$ cat config.mk
export PLATFORM = sky130hd
export DESIGN_NAME = adc_channel_cal_cfg_regs
export DESIGN_NICKNAME = d
export VERILOG_FILES = /design/src/cal_regs_pkg.sv /design/src/cal_reg16.sv /design/src/adc_channel_cal_cfg_regs.sv
export SDC_FILE = /design/constraint.sdc
export NUM_CORES = 1
export LEC_CHECK = 0
export ABC_AREA = 1
export BUFFER_PORTS_ARGS = -buffer_cell sky130_fd_sc_hd__buf_2
export CAP_MARGIN = 20
export CORE_ASPECT_RATIO = 1.2
export CORE_UTILIZATION = 35
export DETAILED_ROUTE_END_ITERATION = 8
export PLACE_DENSITY = 0.64
export REMOVE_ABC_BUFFERS = 1
export SYNTH_ARGS = -nofsm -noshare
export SYNTH_HDL_FRONTEND = slang
export SYNTH_SLANG_ARGS = --single-unit
$ cat constraint.sdc
create_clock -name clk_i -period 2.4 [get_ports clk_i]
set_input_delay 0.48 -clock clk_i [delete_from_list [all_inputs] [get_ports clk_i]]
set_output_delay 0.48 -clock clk_i [all_outputs]
set_load 0.02 [all_outputs]
$ cat src/cal_regs_pkg.sv
// Constants and types for the upper-channel calibration and configuration registers
package cal_regs_pkg;

   // ----------------------------------------------------------------
   // Register access geometry
   // ----------------------------------------------------------------
   localparam int ADDR_W   = 6;
   localparam int DATA_W   = 16;
   localparam int CAL_W    = 24;
   localparam int NUM_REGS = 7;

   // ----------------------------------------------------------------
   // Register addresses
   // ----------------------------------------------------------------
   localparam logic [5:0] ADDR_CH4_OFFSET_LOW_BYTE  = 6'h1F;
   localparam logic [5:0] ADDR_CH4_GAIN_HIGH_WORD   = 6'h20;
   localparam logic [5:0] ADDR_CH4_GAIN_LOW_BYTE    = 6'h21;
   localparam logic [5:0] ADDR_CH5_CHANNEL_CONFIG   = 6'h22;
   localparam logic [5:0] ADDR_CH5_OFFSET_HIGH_WORD = 6'h23;
   localparam logic [5:0] ADDR_CH5_OFFSET_LOW_BYTE  = 6'h24;
   localparam logic [5:0] ADDR_CH5_GAIN_HIGH_WORD   = 6'h25;

   // ----------------------------------------------------------------
   // Reset values and writable-bit masks
   // ----------------------------------------------------------------
   localparam logic [15:0] RST_ZERO       = 16'h0000;
   localparam logic [15:0] RST_UNITY_GAIN = 16'h8000;
   localparam logic [15:0] MASK_FULL      = 16'hFFFF;
   localparam logic [15:0] MASK_LOW_BYTE  = 16'hFF00;
   localparam logic [15:0] MASK_CONFIG    = 16'hFFC7;

   // ----------------------------------------------------------------
   // Field positions
   // ----------------------------------------------------------------
   localparam int LOW_BITS_MSB = 15;
   localparam int LOW_BITS_LSB = 8;
   localparam int PHASE_MSB    = 15;
   localparam int PHASE_LSB    = 6;
   localparam int PHASE_W      = 10;
   localparam int DC_OFF_BIT   = 2;
   localparam int SEL_MSB      = 1;
   localparam int SEL_LSB      = 0;

   // ----------------------------------------------------------------
   // Register table indices
   // ----------------------------------------------------------------
   localparam int IDX_CH4_OFS_LO = 0;
   localparam int IDX_CH4_GAIN_HI = 1;
   localparam int IDX_CH4_GAIN_LO = 2;
   localparam int IDX_CH5_CHANNEL_CONFIG     = 3;
   localparam int IDX_CH5_OFS_HI  = 4;
   localparam int IDX_CH5_OFS_LO  = 5;
   localparam int IDX_CH5_GAIN_HI = 6;

   localparam logic [5:0] REG_ADDR [0:NUM_REGS-1] = '{
      ADDR_CH4_OFFSET_LOW_BYTE, ADDR_CH4_GAIN_HIGH_WORD, ADDR_CH4_GAIN_LOW_BYTE,
      ADDR_CH5_CHANNEL_CONFIG, ADDR_CH5_OFFSET_HIGH_WORD, ADDR_CH5_OFFSET_LOW_BYTE,
      ADDR_CH5_GAIN_HIGH_WORD};
   localparam logic [15:0] REG_RESET [0:NUM_REGS-1] = '{
      RST_ZERO, RST_UNITY_GAIN, RST_ZERO, RST_ZERO, RST_ZERO, RST_ZERO, RST_UNITY_GAIN};
   localparam logic [15:0] REG_MASK [0:NUM_REGS-1] = '{
      MASK_LOW_BYTE, MASK_FULL, MASK_LOW_BYTE, MASK_CONFIG, MASK_FULL, MASK_LOW_BYTE,
      MASK_FULL};

   // ----------------------------------------------------------------
   // Types
   // ----------------------------------------------------------------
   typedef enum logic [1:0] {
      SEL_OWN_PINS = 2'h0,
      SEL_SHORTED  = 2'h1,
      SEL_TEST_POS = 2'h2,
      SEL_TEST_NEG = 2'h3
   } input_sel_t;

   typedef struct packed {
      logic own_pins;
      logic shorted;
      logic test_pos;
      logic test_neg;
   } input_route_t;

   typedef struct packed {
      logic [23:0] offset;
      logic [23:0] gain;
   } cal_word_t;

   typedef struct packed {
      logic [9:0] phase_delay;
      logic       dc_filter_en;
   } ch_cfg_t;

endpackage

$ cat src/cal_reg16.sv
// One 16-bit register with reset value and writable-bit mask
`timescale 1ns/1ps
module cal_reg16 #(
   parameter logic [15:0] RESET_VAL  = 16'h0000,
   parameter logic [15:0] WRITE_MASK = 16'hFFFF
) (
   // Clock and control
   input  wire logic        clk_i,
   input  wire logic        sys_rst_i,
   input  wire logic        ce_i,
   // Write port
   input  wire logic        wr_i,
   input  wire logic [15:0] wdata_i,
   // Stored value
   output logic      [15:0] q_o
);

   logic [15:0] val_reg;
   logic [15:0] val_next;

   // Masked bits never take write data and stay zero
   assign val_next = wr_i ? (wdata_i & WRITE_MASK) : val_reg;
   assign q_o      = val_reg;

   // Storage
   always_ff @(posedge clk_i) begin
      if (sys_rst_i) begin
         val_reg <= RESET_VAL & WRITE_MASK;
      end else if (ce_i) begin
         val_reg <= val_next;
      end
   end

endmodule // cal_reg16

$ cat src/adc_channel_cal_cfg_regs.sv
// Channel four and five calibration and configuration register slice
`timescale 1ns/1ps
// Summary of operation
// - Ch4 offset low byte sits in bits 15:8; bits 7:0 read zero.
// - Ch4 gain high word at 20h, resets to 8000h (unity).
// - Ch4 gain high word holds gain bits 23:8, all sixteen writable.
// - Gain is unsigned fraction, 0.0 to just under 2.0.
// - Ch4 gain low byte at 21h, reset zero, low byte reserved.
// - Ch5 config at 22h, reset zero, bits 5:3 read zero.
// - Ch5 config bits 15:6 hold signed phase delay.
// - Ch5 bit 2 clear follows global DC filter; set disables it.
// - Ch5 input select: own pins, shorted, positive or negative test.
// - Ch5 offset high word at 23h, reset zero, bits 23:8.
// - Ch5 offset low byte at 24h, reset zero, low byte reserved.
// - Ch5 gain high word at 25h, resets to 8000h.
module adc_channel_cal_cfg_regs (
   // Clock, reset, enable
   input  wire logic                     clk_i,
   input  wire logic                     sys_rst_i,
   input  wire logic                     ce_i,
   // Register access port from the serial interface
   input  wire logic [cal_regs_pkg::ADDR_W-1:0] reg_addr_i,
   input  wire logic                     reg_wr_i,
   input  wire logic                     reg_rd_i,
   input  wire logic [cal_regs_pkg::DATA_W-1:0] reg_wdata_i,
   output logic      [cal_regs_pkg::DATA_W-1:0] reg_rdata_o,
   output logic                          reg_rd_valid_o,
   output logic                          reg_hit_o,
   // Neighbouring register fields held elsewhere
   input  wire logic [15:0]              ch4_offset_high_bits_i,
   input  wire logic [7:0]               ch5_gain_low_bits_i,
   input  wire logic                     global_dc_filter_setting_i,
   // Signal path controls
   output cal_regs_pkg::cal_word_t       ch4_cal_o,
   output cal_regs_pkg::cal_word_t       ch5_cal_o,
   output cal_regs_pkg::ch_cfg_t         ch5_channel_config_o,
   output cal_regs_pkg::input_route_t    ch5_input_route_o
);
   import cal_regs_pkg::*;

   // ----------------------------------------------------------------
   // Register storage
   // ----------------------------------------------------------------
   logic [15:0]         reg_q  [0:NUM_REGS-1];
   logic [NUM_REGS-1:0] wr_sel;
   logic [NUM_REGS-1:0] addr_hit;

   // Address decode and one register per table entry
   for (genvar i = 0; i < NUM_REGS; i++) begin : g_regs
      assign addr_hit[i] = (reg_addr_i == REG_ADDR[i]);
      assign wr_sel[i]   = reg_wr_i & addr_hit[i];
      cal_reg16 #(
         .RESET_VAL  (REG_RESET[i]),
         .WRITE_MASK (REG_MASK[i])
      ) u_reg (
         .clk_i     (clk_i),
         .sys_rst_i (sys_rst_i),
         .ce_i      (ce_i),
         .wr_i      (wr_sel[i]),
         .wdata_i   (reg_wdata_i),
         .q_o       (reg_q[i])
      );
   end

   // ----------------------------------------------------------------
   // Read path
   // ----------------------------------------------------------------
   logic [15:0] rd_mux;
   logic        any_hit;
   logic [15:0] rdata_reg;
   logic        rd_valid_reg;
   logic        hit_reg;

   assign any_hit = |addr_hit;

   // Read multiplexer, unmapped addresses return zero
   always_comb begin
      rd_mux = 16'h0000;
      for (int k = 0; k < NUM_REGS; k++) begin
         if (addr_hit[k]) begin
            rd_mux = reg_q[k];
         end
      end
   end

   // Registered read answer
   always_ff @(posedge clk_i) begin
      if (sys_rst_i) begin
         rdata_reg    <= 16'h0000;
         rd_valid_reg <= 1'b0;
         hit_reg      <= 1'b0;
      end else if (ce_i) begin
         rdata_reg    <= reg_rd_i ? rd_mux : rdata_reg;
         rd_valid_reg <= reg_rd_i;
         hit_reg      <= reg_rd_i ? any_hit : hit_reg;
      end
   end

   assign reg_rdata_o    = rdata_reg;
   assign reg_rd_valid_o = rd_valid_reg;
   assign reg_hit_o      = hit_reg;

   // ----------------------------------------------------------------
   // Field extraction and derived controls
   // ----------------------------------------------------------------
   logic [15:0]  cfg5;
   input_sel_t   sel5;
   cal_word_t    ch4_cal_next;
   cal_word_t    ch5_cal_next;
   ch_cfg_t      ch5_channel_config_next;
   input_route_t route_next;

   assign cfg5 = reg_q[IDX_CH5_CHANNEL_CONFIG];
   assign sel5 = input_sel_t'(cfg5[SEL_MSB:SEL_LSB]);

   // Joining high words above low bytes, from the low registers' upper bytes or, for ch5 gain, ch5_gain_low_bits_i
   assign ch4_cal_next.offset = {ch4_offset_high_bits_i,
                                 reg_q[IDX_CH4_OFS_LO][LOW_BITS_MSB:LOW_BITS_LSB]};
   assign ch4_cal_next.gain   = {reg_q[IDX_CH4_GAIN_HI],
                                 reg_q[IDX_CH4_GAIN_LO][LOW_BITS_MSB:LOW_BITS_LSB]};
   assign ch5_cal_next.offset = {reg_q[IDX_CH5_OFS_HI],
                                 reg_q[IDX_CH5_OFS_LO][LOW_BITS_MSB:LOW_BITS_LSB]};
   assign ch5_cal_next.gain   = {reg_q[IDX_CH5_GAIN_HI], ch5_gain_low_bits_i};

   // Phase delay and DC filter gating
   assign ch5_channel_config_next.phase_delay  = cfg5[PHASE_MSB:PHASE_LSB];
   assign ch5_channel_config_next.dc_filter_en = global_dc_filter_setting_i
                                      & ~cfg5[DC_OFF_BIT];

   // Input select decoded one-hot
   assign route_next.own_pins = (sel5 == SEL_OWN_PINS);
   assign route_next.shorted  = (sel5 == SEL_SHORTED);
   assign route_next.test_pos = (sel5 == SEL_TEST_POS);
   assign route_next.test_neg = (sel5 == SEL_TEST_NEG);

   cal_word_t    ch4_cal_reg;
   cal_word_t    ch5_cal_reg;
   ch_cfg_t      ch5_channel_config_reg;
   input_route_t route_reg;

   // Output registers toward the signal path
   always_ff @(posedge clk_i) begin
      if (sys_rst_i) begin
         ch4_cal_reg <= '{offset: 24'h00_0000, gain: {RST_UNITY_GAIN, 8'h00}};
         ch5_cal_reg <= '{offset: 24'h00_0000, gain: {RST_UNITY_GAIN, 8'h00}};
         ch5_channel_config_reg <= '{phase_delay: 10'h000, dc_filter_en: 1'b0};
         route_reg   <= '{own_pins: 1'b1, shorted: 1'b0, test_pos: 1'b0, test_neg: 1'b0};
      end else if (ce_i) begin
         ch4_cal_reg <= ch4_cal_next;
         ch5_cal_reg <= ch5_cal_next;
         ch5_channel_config_reg <= ch5_channel_config_next;
         route_reg   <= route_next;
      end
   end

   assign ch4_cal_o         = ch4_cal_reg;
   assign ch5_cal_o         = ch5_cal_reg;
   assign ch5_channel_config_o         = ch5_channel_config_reg;
   assign ch5_input_route_o = route_reg;

   // Clock enable of the previous cycle, for the freeze check
   logic ce_prev_reg;
   always_ff @(posedge clk_i) begin
      ce_prev_reg <= ce_i;
   end
endmodule // adc_channel_cal_cfg_regs

# Word-level counts from Yosys, hierarchy flattened
# Cells that the tools add are included.
# Widths: inputs -> output; s select.
[op_classes]
n_mux = 7
n_eq_ne = 10
n_div = 0
n_addsub = 0
n_reduce_logical = 10
n_bitwise = 9
order_cmp = 0
shift = 0
multipliers = 0
[op_table]
columns = ["cell", "count"]
rows = [
  ["$mux 16", 7],
  ["$eq 6x6->1 const B", 6],
  ["$reduce_and 2->1", 8],
  ["$and 1x1->1", 8],
  ["$reduce_or 7->1", 1],
  ["$eq 6x5->1 const B", 1],
  ["$eq 2x2->1 const B", 2],
  ["$eq 2x1->1 const B", 1],
  ["$logic_not 2->1", 1],
  ["$not 1->1", 1],
]
[word_totals]
latchBits = 0
romBits = 0
regBits = 214
mem_bits_rw = 0
inputBits = 52
output_inout_bits = 129
mem_count = 0
wordCells = 56

# Logic depth before layout (Yosys ltp)
# Gate-level depths: netlist of run 1.
[logic_depth]
word_depth = 8
mapped_depth = 11
ltp_nobuf = 9

# Cells and area by module
# A second synthesis of run 1 with hierarchy kept.
[unflattened]
hier_cells = 1363
area_unflattened_um2 = 9281.4
[by_module_without_submodules]
columns = ["module", "area_per_inst_um2", "n_inst", "seq_area_each_um2", "cells_per_inst"]
rows = [
  ["adc_channel_cal_cfg_regs", 5529.1, 1, 2582.5, 794],
  ["cal_reg16 (g_regs[1].u_reg ...)", 660.6, 2, 320.3, 100],
  ["cal_reg16 (g_regs[0].u_reg ...)", 400.4, 3, 160.2, 60],
  ["cal_reg16 (g_regs[4].u_reg)", 665.6, 1, 320.3, 102],
  ["cal_reg16 (g_regs[3].u_reg)", 564.3, 1, 260.2, 87],
]

# Least setup slack after synthesis of run 1
# No wires, ideal clock.
[synth_path]
path_type = "input to register"
from = "input reg_addr_i[3] (netlist name)"
to = "register g_regs[1].u_reg.val_reg[4]"
arrival_time_ns = 1.455
path_buffers = 1
slack_ns = 0.826
required_time_ns = 2.281
path_stages = 9
setup_time_ns = 0.119
cell_sequence = "inv_1 -> nand2_1 -> nor2_1 -> nand2_4 -> nor2_4 -> inv_2 -> buf_6 -> o21ai_0 -> a21oi_1"
[synth_between]
elab_chain_len = 3
[synth_rtl]
columns = ["element", "line_no", "rtl"]
rows = [
  ["start: declaration", "adc_channel_cal_cfg_regs.sv:22", "input wire logic [cal_regs_pkg::ADDR_W-1:0] reg_addr_i,"],
  ["$eq 6x6->1", "adc_channel_cal_cfg_regs.sv:50", "assign addr_hit[i] = (reg_addr_i == REG_ADDR[i]);"],
  ["$and 1x1->1", "adc_channel_cal_cfg_regs.sv:51", "assign wr_sel[i] = reg_wr_i & addr_hit[i];"],
  ["$reduce_and 2->1 (no source line)", "n/a", ""],
  ["end signal: assignment", "cal_reg16.sv:28", "val_reg <= RESET_VAL & WRITE_MASK;"],
  ["end signal: assignment", "cal_reg16.sv:30", "val_reg <= val_next;"],
  ["end: declaration", "cal_reg16.sv:18", "logic [15:0] val_reg;"],
]
# No other way between the ends.
# A chain may end at the register's enable or synchronous reset.

# Worst setup path after layout of run 1
[layout_path]
from = "input reg_addr_i[5] (netlist name)"
to = "register g_regs[6].u_reg.val_reg[0]"
[layout_between]
elab_chain_len = 3
[layout_rtl]
columns = ["element", "line_no"]
rows = [
  ["$eq 6x6->1", "adc_channel_cal_cfg_regs.sv:50"],
  ["$and 1x1->1", "adc_channel_cal_cfg_regs.sv:51"],
  ["$reduce_and 2->1 (no source line)", "n/a"],
  ["end signal: assignment", "cal_reg16.sv:28"],
  ["end signal: assignment", "cal_reg16.sv:30"],
  ["end: declaration", "cal_reg16.sv:18"],
]
# No other way between the ends.

==> results.txt, run 1 <==
The total setup buffers inserted after CTS is 0. The tightest min-delay check is of the primary input to flip-flop type. The clock insertion delay at the later pin of the skew report came out at 520 ps.

The start-to-end type of the worst setup path is primary input to flip-flop. The violation count after the first detailed-routing iteration came out at 380. At the end of routability-driven placement, the weighted congestion stood at 0.820.

In this run the cell area measured after placement is 9140 µm². The number of buffers inserted during clock tree synthesis came out at 23. The area of the die is 23600 µm². The growth of design area from synthesis to finish came out at 23.0%. The peak supply drop came out at 0.000547 V.

After layout, the minimum clock period comes to 1750 ps. The final max-slew violation count was 0. The final standard cell area without fillers came out at 9910 µm². Walking the worst path, the cells encountered are buf_2 -> inv_2 -> nor2_4 -> nand4_4 -> inv_4 -> nand2_2 -> inv_2 -> nand2_2 -> o21ai_0 -> a21oi_1.

The peak fanout along the critical path came out at 31. The gate count after technology mapping came out at 1029. The worst-case clock buffer depth is 3. The hold violation total from the final report came out at 0. Once the floorplan was initialized, standard cells occupied 35.8% of the core.

The critical path starts at reg_addr_i[5]. After layout, the design draws a total of 8.04 mW. The cell sitting at the root of the clock tree is a sky130_fd_sc_hd__clkbuf_16.

The largest stage delay on the critical path came out at 350 ps. Leaving out fill and tap cells, the most frequent cell in the layout is sky130_fd_sc_hd__dfxtp_1. The number of buffers inserted for hold repair after clock tree synthesis came out at 0. The power per standard cell area came out at 811 nW/µm².

The worst reg2reg path depth came out at 6. The number of gates resized after CTS is 0. Setup repair after global routing left no endpoint under its margin.

Entering global routing, the biggest net connects 91 pins. The wire length reported by the detailed router came out at 23.5 mm. The first detailed-routing pass ran for 5 iterations. The count of boundary I/O pins is 181. The total via count after detailed routing is 7259.

The via count of the first global-routing pass came out at 6611. The beginning of the worst register-to-register path is g_regs[1].u_reg.q_o[10]. In the finished design, the share of the clock period the worst path needs comes to 73.1%. In this run the critical register-to-register path is captured at reg_rdata_o[10]. In this run the number of H-tree levels came out at 1.

The vias per cell came out at 4.91. Max-cap violations in this run came to 0. The clock sink total came out at 214. Of the synthesized area, sequential elements account for 53.1%. In this run, distinct cell masters in the synthesized netlist total 28. After global routing the overflow that remains totals 0. The TritonCTS clock tree is done. The setup clock skew after layout is 14.3 ps. In the layout the commonest cells are 214 x sky130_fd_sc_hd__dfxtp_1, 184 x sky130_fd_sc_hd__nor2_1, 183 x sky130_fd_sc_hd__o21ai_0. In the routed design, unresolved DRC markers number 0. The Yosys warning count is 0. The wire-length estimate of the detail-placed layout is 15.8 mm. After detailed routing, the average wire length per cell comes to 15.9 µm. The slowest stage of the critical path is the sky130_fd_sc_hd__nand2_2 cell.

The top-area cell type share of the netlist area is 53.1%. The headroom to the max-slew limit came out at 61.2%. The antenna violation net count after detailed routing came out at 0. The number of storage elements in the synthesis netlist is 214. The number of antenna diodes in the final layout is 0.

The startpoint class of the critical path is a primary input. The first-pass GRT wire length came out at 36.7 mm. The capture point of the worst path is g_regs[6].u_reg.q_o[0]. Setup slack closes at 646 ps. Each instance of the synthesized netlist takes up on average 7.83 µm². The cell area after technology mapping came out at 8060 µm². The run finished with clean final reports. Ranked by total cell area, the synthesized netlist is headed by sky130_fd_sc_hd__dfxtp_1 53%, sky130_fd_sc_hd__o21ai_0 11%, sky130_fd_sc_hd__nor2_1 8.6%, sky130_fd_sc_hd__a21oi_1 8.1%, sky130_fd_sc_hd__inv_1 3.7%.

The final-stage net count is 1234. The setup violation total in the final timing report is 0. The count of cell instances traversed by the critical path came out at 10.

The clock-pin slew of the registers on the worst-case setup and hold paths is 60 ps. The setup TNS after final layout is 0 ps. STA puts the critical path data arrival time at 2130 ps. The floorplan core area came out at 22500 µm². The chip width is 141 µm. The combined buffer and inverter count along the critical path is 4.

Summed over all cells, the static leakage comes to 4.28 nW. Grouping stages by cell kind, the critical path spends the most delay in simple AND/OR/NAND/NOR gates. The y dimension of the die came out at 168 µm. The count of buffers inserted at the top-level ports came out at 180. The initial antenna violation count came out at 0. For the worst setup path, the data required time is 2780 ps. The setup slack on the worst flop-to-flop path is 1250 ps. The setup slack at placement is 113 ps. STA classifies the critical path endpoint as a flip-flop. The highest clock rate is 0.570 GHz.

The floorplan has 60 rows. Summed over all instances, the cell type with the most area after synthesis is sky130_fd_sc_hd__dfxtp_1. The transition time at the pin with the least slew margin is 580 ps.

The ratio of cells with drive above 1 in the final layout is 21.4%. The all-layer global routing usage is 19.6%.
[where the power goes]
group,leakage (nW),internal (mW),switching [mW]
Combinational,2.15,0.211,0.472
Sequential,1.75,3.67,0.0529
Clock,0.376,2.18,1.46
Total,4.28,6.06,1.98
[cells by family (layout without fill, tap and decap cells)]
family / Yosys count / after routing / share of synthesized area [%]
AOI/OAI and AO/OA: 354 / 354 / 22.2
buffers and inverters: 152 / 321 / 8.07
DFF: 214 / 214 / 53.1
and+or+nand+nor: 309 / 309 / 16.6
[metrics by stage]
| step | cells | hold slack (ps) | util (%) |
|---|---|---|---|
| 2_1_floorplan | 965 | 443 | - |
| 3_3_place_gp | 1436 | 451 | 40.6 |
| 3_5_place_dp | 1436 | 453 | 40.6 |
| 4_1_cts | 1477 | 178 | 44.0 |
| 5_1_grt | 1477 | 190 | 44.0 |
| 6_report | 1477 | 189 | 44.0 |
[worst min-delay path by stage]
stage,start,end,slack [ps],cells past startpoint
after floorplan,g_regs[6].u_reg.q_o[9],g_regs[6].u_reg.q_o[9],440,2
after CTS,ch4_offset_high_bits_i[6],ch4_cal_o[38],180,3
after global placement,reg_rd_valid_o,reg_rd_valid_o,450,2
after detailed placement,reg_rd_valid_o,reg_rd_valid_o,450,2
after global routing,ch5_gain_low_bits_i[2],ch5_cal_o[2],190,3
final,ch4_offset_high_bits_i[6],ch4_cal_o[38],190,3
[synth_stat cells]
cell	n
sky130_fd_sc_hd__nor2_4	6
sky130_fd_sc_hd__a41oi_1	1
sky130_fd_sc_hd__buf_1	5
sky130_fd_sc_hd__clkinv_1	1
sky130_fd_sc_hd__o22ai_1	7
sky130_fd_sc_hd__clkinv_2	1
sky130_fd_sc_hd__inv_1	80
sky130_fd_sc_hd__nor2_2	2
sky130_fd_sc_hd__nand2_2	5
sky130_fd_sc_hd__nand3_1	18
sky130_fd_sc_hd__inv_4	1
sky130_fd_sc_hd__clkbuf_1	44
sky130_fd_sc_hd__o21ai_1	27
sky130_fd_sc_hd__nand4_1	14
sky130_fd_sc_hd__buf_4	3
sky130_fd_sc_hd__a21oi_1	131
sky130_fd_sc_hd__a31oi_1	4
sky130_fd_sc_hd__nand2_1	75
sky130_fd_sc_hd__nand2_4	1
sky130_fd_sc_hd__nand4_4	2
sky130_fd_sc_hd__buf_2	4
sky130_fd_sc_hd__buf_6	8
sky130_fd_sc_hd__o31ai_1	1
sky130_fd_sc_hd__nor2_1	184
sky130_fd_sc_hd__nand3_2	2
sky130_fd_sc_hd__o21ai_0	183
sky130_fd_sc_hd__inv_2	5
sky130_fd_sc_hd__dfxtp_1	214
[flip-flops by register name (all words and copies together) (netlist names)]
signal / cells
g_regs.u_reg.q_o: 85
ch4_cal_o: 48
ch5_cal_o: 48
reg_rdata_o: 16
ch5_channel_config_o: 11
ch5_input_route_o: 4
reg_hit_o: 1
reg_rd_valid_o: 1
[layout make-up]
type                            instances  area (µm²)
Multi-Input combinational cell        663        3130
Fill cell                            2288       12600
Clock buffer                           30         632
Tap cell                              279         349
Sequential cell                       214        4280
Timing Repair Buffer                  192        1040
Inverter                               88         337
Clock inverter                         11         143
[layer usage]
metal	share of wire (%)	vias to the layer above	GRT usage [%]
met4	2.3	0	6.00
met1	44	3345	24.5
li1	-	3717	-
met2	49	165	34.2
met3	4.9	32	3.30
met5	0	-	0
[tightest hold or removal path, cell delays in order]
cell	delay, ps
sky130_fd_sc_hd__buf_2	70
sky130_fd_sc_hd__nor2_1	30
sky130_fd_sc_hd__nor2_1	80
(Power assumes the default switching activity.)
==> run 2, diff against run 1 <==
==> constraint.sdc (replaced) <==
create_clock -name clk_i -period 1.7 [get_ports clk_i]
set_input_delay 0.34 -clock clk_i [delete_from_list [all_inputs] [get_ports clk_i]]
set_output_delay 0.34 -clock clk_i [all_outputs]
set_load 0.02 [all_outputs]
==> run 2 against run 1 <==
Against the previous run: setup slack got worse by 360 ps; largest cell class unchanged; wire length down 0.81%; critical path depth fell by 9; worst hold slack got worse by 150 ps; first-iteration DRC count fell by 0.53%; global-route usage barely moved; cell area grew 2.6%; sequential power is 41% higher; cell count rose by 1.4%; combinational power rose by 46%; register-to-register slack got worse by 630 ps; via count is 1.1% higher.
==> results.txt, run 2 (synthesis results as in run 1) <==
The end-of-flow core utilization came out at 45.2%. The number of placed instances with taps included is 1460. On the worst path, the slowest cell contributes a delay of 380 ps. The row count came out at 60. VDD sags by at most 0.000730 V. For this run, the top clock speed supported by timing is 0.705 GHz. The final max-slew violation count was 0.

The worst-case clock buffer depth came out at 3. The headroom to the max-slew limit came out at 67.0%. Post-CTS timing repair inserted 0 buffers for setup. The setup TNS after final layout came out at 0 ps. In this run the number of H-tree levels came out at 1. The ratio of cells with drive above 1 in the final layout came out at 23.0%.

The initial cell density of the core came out at 35.8%. The worst setup path is of the flip-flop to output port kind. The data required time at the worst endpoint is 1360 ps.

The count of boundary I/O pins came out at 181. The final antenna diode count came out at 0. The first routing iteration left 378 violations.

In the final routed layout, each cell accounts on average for 15.5 µm. The placed wire-length estimate is 16.1 mm. The peak fanout along the critical path came out at 2. Setup repair after global routing left no endpoint under its margin.

The data arrival time at the worst-slack endpoint came out at 1080 ps. The kind of cell with the highest combined delay along the critical path is flip-flops. The critical path goes through buf_2. Setup violations remaining at the end of the flow were counted as 0.

After detailed routing, the number of remaining DRC violations is 0. The clock drives 214 sinks. The startpoint class of the critical path is a flip-flop. The area of the die is 23600 µm². The clock insertion delay at the later pin of the skew report came out at 520 ps. The aggregate global routing overflow came out at 0. The growth of design area from synthesis to finish is 26.2%. The largest individual stage delay along the critical path comes from the cell sky130_fd_sc_hd__dfxtp_1. The flip-flop count of the largest register after layout came out at 85. For this run, the detailed router's first-pass iteration total came to 5. The final instance count without filler cells is 1498.

The power per standard cell area is 1100 nW/µm². Subtracting the final worst setup slack from the clock period gives 1420 ps. After detailed routing, the number of vias per cell comes to 4.90. Wires add up to 23.3 mm. Leaving out fill and tap cells, the most frequent cell in the layout is sky130_fd_sc_hd__dfxtp_1.

The nature of the critical path endpoint is an output port. The tool flagged a number of max-cap violations equal to 0. Of the available clock period, the critical path in the final layout requires 83.5%.

The min-delay analysis places its worst path in the category primary input to flip-flop. Across the routed clock network, the largest skew measured is 16.1 ps. The leakage dissipation is 4.42 nW.

The floorplan core area came out at 22500 µm². The hold violation total from the final report was 0. The flow ran to the end, and the final reports show no timing, DRC or antenna violations. In this run the clock root is driven by a sky130_fd_sc_hd__clkbuf_16. The number of buffers inserted for hold repair after clock tree synthesis is 0.

The first global-routing pass estimated 36.9 mm of wire. The setup slack at placement is -22.8 ps. The final RePlAce weighted congestion is 0.864.

The die is 141 µm wide. TritonCTS built the clock tree. Once routing completed, OpenROAD measured the worst setup slack at 281 ps. The maximum number of pins on one net before global-route repair is 79. The count of nets left with antenna violations once routing finished came out at 0.

The number of gates resized after CTS came out at 0. In the final design database the tool counted 1258 nets. In this run, CTS created clock tree buffers numbering 23. At the pin with the least slew margin, the transition time is 495 ps. Across all layers, the routed design uses 7340 vias. The clock-pin slew of the registers on the worst-case setup and hold paths came out at 60 ps. The all-layer global routing usage is 19.6%. The combined buffer and inverter count along the critical path is 1. The via count of the first global-routing pass is 6875. The initial antenna violation count came to 0.

The y dimension of the die is 168 µm. Leaving out fill and tap cells, the most frequent cells in the layout are 214 x sky130_fd_sc_hd__dfxtp_1, 184 x sky130_fd_sc_hd__nor2_1, 183 x sky130_fd_sc_hd__o21ai_0. The count of buffers inserted at the top-level ports is 180.
run 2: changes by cell type in the layout (fill, tap and decap cells not counted):
cell                         delta
sky130_fd_sc_hd__clkinv_2       -1
sky130_fd_sc_hd__buf_4         +16
sky130_fd_sc_hd__clkbuf_8       +5
sky130_fd_sc_hd__bufinv_16      -2
sky130_fd_sc_hd__clkinv_4       -2
sky130_fd_sc_hd__clkbuf_1       -3
sky130_fd_sc_hd__buf_12         +8
sky130_fd_sc_hd__clkinvlp_4     -1
sky130_fd_sc_hd__inv_6          +1
run 2: area by class of cell:
class / instances / area, µm²
tap: 279 / 349
fill: 2241 / 12400
multi-input combinational: 663 / 3130
clock inverter: 6 / 61.3
inverter: 88 / 337
timing repair buffer: 216 / 1320
clock buffer: 32 / 689
sequential: 214 / 4280
run 2: path summary, 6_finish.rpt:
kind                                              start         endpoint  slack [ps]  cells past startpoint
worst min-delay path             ch5_gain_low_bits_i[4]     ch5_cal_o[4]          40                      3
worst max-delay path                      ch4_cal_o[23]    ch4_cal_o[23]         280                      1
worst max register to register  g_regs[1].u_reg.q_o[10]  reg_rdata_o[10]         620                      6
worst min register to register           reg_rd_valid_o   reg_rd_valid_o         460                      2
run 2: power breakdown:
part           switching [mW]  internal [mW]
sequential             0.0720           5.18
clock                    1.99           2.96
combinational           0.668          0.335
total                    2.73           8.47
run 2: stage by stage:
stage | cell area [µm²] | hold slack, ps | power [mW]
floorplan | 7740 | 409 | 5.88
global placement | 9420 | 439 | 6.36
detailed placement | 9420 | 453 | 6.37
CTS | 10200 | 29.8 | 11.3
global route | 10200 | 43.0 | 11.6
finish | 10200 | 41.2 | 11.2
run 2: routing by layer:
layer / routed length [µm] / vias up / global-route usage, %
met3: 1340 / 44 / 3.67
met5: 0 / - / 0
met4: 689 / 0 / 7.42
met1: 10000 / 3349 / 23.7
li1: - / 3755 / -
met2: 11200 / 192 / 34.2
==> run 3, diff against run 2 <==
--- a/config.mk
+++ b/config.mk
@@ -11,7 +11,7 @@
 export CORE_ASPECT_RATIO = 1.2
 export CORE_UTILIZATION = 35
 export DETAILED_ROUTE_END_ITERATION = 8
-export PLACE_DENSITY = 0.64
+export PLACE_DENSITY = 0.66
 export REMOVE_ABC_BUFFERS = 1
 export SYNTH_ARGS = -nofsm -noshare
 export SYNTH_HDL_FRONTEND = slang
==> constraint.sdc (replaced) <==
create_clock -name clk_i -period 1.2 [get_ports clk_i]
set_input_delay 0.24 -clock clk_i [delete_from_list [all_inputs] [get_ports clk_i]]
set_output_delay 0.24 -clock clk_i [all_outputs]
set_load 0.02 [all_outputs]
==> run 3 against run 2 <==
Against the previous run: the run now ends with setup timing left; cell count increased by 4.1%; sequential cell count unchanged; first-iteration DRC count rose by 54%; via count grew 5.9%; critical path depth unchanged; non-clock buffer count is 59 higher; cell area increased by 15%; global-route usage increased by 1.5 points; critical endpoint is now reg_rdata_o[8].
==> results.txt, run 3 (synthesis results as in run 1) <==
The run finished, with violations left. The final reports fail on setup timing. The initial antenna violation count came out at 0.

The worst path uses 104% of the clock period. The via count of the first global-routing pass is 7528. The worst hold path begins at reg_wdata_i[4].

Data arrives at the worst endpoint at 1010 ps. The worst reg2reg path depth came out at 6. The total overflow left after global routing is 0.

The critical path is of the flip-flop to output port type. The flip-flop count of the largest register after layout came out at 85. The number of search-and-repair iterations in the first detailed-routing pass came out at 5. The final layout contains 1317 nets.

Setup repair after global routing could not meet its margin everywhere. Including well taps, the total number of placed cells is 1482. On the worst path, the slowest cell contributes a delay of 370 ps. STA classifies the critical path endpoint as an output port. The clock-pin slew of the registers on the worst-case setup and hold paths is 70 ps. The kind of cell adding the most delay to the critical path is flip-flops. The worst hold path passes through 3 cells. Leaving out fill and tap cells, the most frequent cell in the layout is sky130_fd_sc_hd__o21ai_0. The worst register-to-register path has a setup slack of 130 ps. The TritonCTS clock tree is done. The first-pass GRT wire length came out at 39.9 mm. In this run the clock root is driven by a sky130_fd_sc_hd__clkbuf_16. The total of max-cap violations came out at 0. The floorplan has 60 rows. The combined buffer and inverter count along the critical path is 1. In this run the remaining antenna-violating nets after routing total 0. Entering global routing, the biggest net connects 76 pins. After the first detailed-routing iteration, the DRC count stood at 581. The post-detailed-route DRC marker count is 0. The total via count after detailed routing came out at 7774. The peak supply drop came out at 0.00110 V. The startpoint class of the critical path is a flip-flop.

The worst min-delay path endpoint is g_regs[6].u_reg.q_o[4]. In the post-route analysis, the smallest setup slack over all paths is -50.4 ps. The vias per cell is 4.98. The hold violation total from the final report was 0. The clock sink total is 214. After detailed routing, the average wire length per cell comes to 15.9 µm. The final max-slew violation count is 0. The count of boundary I/O pins is 181. The placed wire-length estimate came out at 16.4 mm. The final instance count without filler cells came out at 1560. The worst register-to-register path begins at g_regs[1].u_reg.q_o[9]. The floorplan core area is 22500 µm². Once the floorplan was initialized, standard cells occupied 35.8% of the core.

The slowest stage of the critical path belongs to the cell sky130_fd_sc_hd__dfxtp_2. The path class of the tightest hold or removal check is primary input to flip-flop. The number of buffers inserted during clock tree synthesis is 23. The headroom to the max-slew limit came out at 55.9%.

Overall power consumption after layout is estimated at 16.8 mW. During placement, the flow inserted port buffers numbering 180. The critical path goes through buf_6. The setup violation total in the final timing report came out at 56. The final RePlAce weighted congestion is 0.862. 0 antenna diodes ended up in the layout. The post-route netlist has 35.1% of its cells at a drive strength greater than 1.

At the pin with the least slew margin, the transition time is 662 ps. The clock insertion delay at the later pin of the skew report came out at 520 ps. The growth of design area from synthesis to finish came out at 45.1%. For this block, the routed nets add up to 24.9 mm of wire. The peak fanout along the critical path is 2.

The data required time at the worst endpoint came out at 960 ps. The endpoint identified for the worst register-to-register timing path is reg_rdata_o[9]. The library cells used most frequently in the layout, excluding fill and tap cells, are 183 x sky130_fd_sc_hd__o21ai_0, 182 x sky130_fd_sc_hd__nor2_1, 131 x sky130_fd_sc_hd__a21oi_1. Subtracting the final worst setup slack from the clock period gives 1250 ps. In this run the static leakage power is 4.91 nW. The H-tree level count came out at 1.

The worst-case clock buffer depth is 3. The chip width came out at 141 µm. The setup clock skew after layout came out at 18.3 ps. The all-layer global routing usage came out at 21.0%. The y dimension of the die came out at 168 µm.

The highest clock rate is 0.800 GHz. Power spread over the standard cell area amounts to 1430 nW/µm². The area of the die is 23600 µm².
## run 3: worst max path at each step
| stage | startpoint | endpoint | depth (start not counted) | slack, ps |
|---|---|---|---|---|
| 3_5_place_dp | reg_addr_i[4] | g_regs[4].u_reg.q_o[12] | 8 | -410 |
| 5_1_grt | reg_rdata_o[8] | reg_rdata_o[8] | 1 | -80 |
| 2_1_floorplan | sys_rst_i | reg_rdata_o[6] | 3 | -1660 |
| 4_1_cts | reg_rdata_o[15] | reg_rdata_o[15] | 1 | -60 |
| 3_3_place_gp | reg_addr_i[2] | g_regs[4].u_reg.q_o[12] | 8 | -380 |
| 6_report | reg_rdata_o[8] | reg_rdata_o[8] | 1 | -50 |
## run 3: repair_timing
item,CTS,global route
hold buffers,25,0
hold endpoints to repair,25,0
setup buffers,5,7
gates cloned,0,0
gates resized for setup,387,5
endpoints found under the setup margin,129,133
pin swaps,0,2
## run 3: through the flow
step | util [%] | TNS [ps] | instance area [µm²] | worst slack (ps) | hold WS, ps
6_report | 52.0 | -600 | 11700 | -50.4 | 27.1
5_1_grt | 52.0 | -3860 | 11700 | -77.3 | 16.3
4_1_cts | 51.7 | -2090 | 11600 | -61.3 | 3.95
3_5_place_dp | 42.6 | -36320 | 9590 | -409 | 451
3_3_place_gp | 42.6 | -30620 | 9590 | -378 | 448
2_1_floorplan | - | -317330 | 7740 | -1660 | 309
## run 3: where the power goes
| group | leakage (nW) | total [mW] | internal, mW | switching (mW) |
|---|---|---|---|---|
| clock | 0.387 | 7.43 | 4.39 | 3.04 |
| sequential | 1.79 | 7.54 | 7.38 | 0.158 |
| combinational | 2.73 | 1.81 | 0.817 | 0.989 |
## run 3: area by class of cell
cell class | instances | area [µm²]
clock inverters | 14 | 171
repair buffers | 275 | 2640
multi-input cells | 663 | 3140
clock buffers | 27 | 621
inverters | 88 | 337
well taps | 279 | 349
flip-flops and latches | 214 | 4450
fillers | 2073 | 10800
## run 3: routing by layer
layer  vias up  global-route usage (%)  routed length, µm
met2       222                    37.1              12200
met1      3634                    25.7              10800
met4         0                    6.90                572
li1       3878                       -                  -
met5         -                       0                  0
met3        40                    3.90               1370
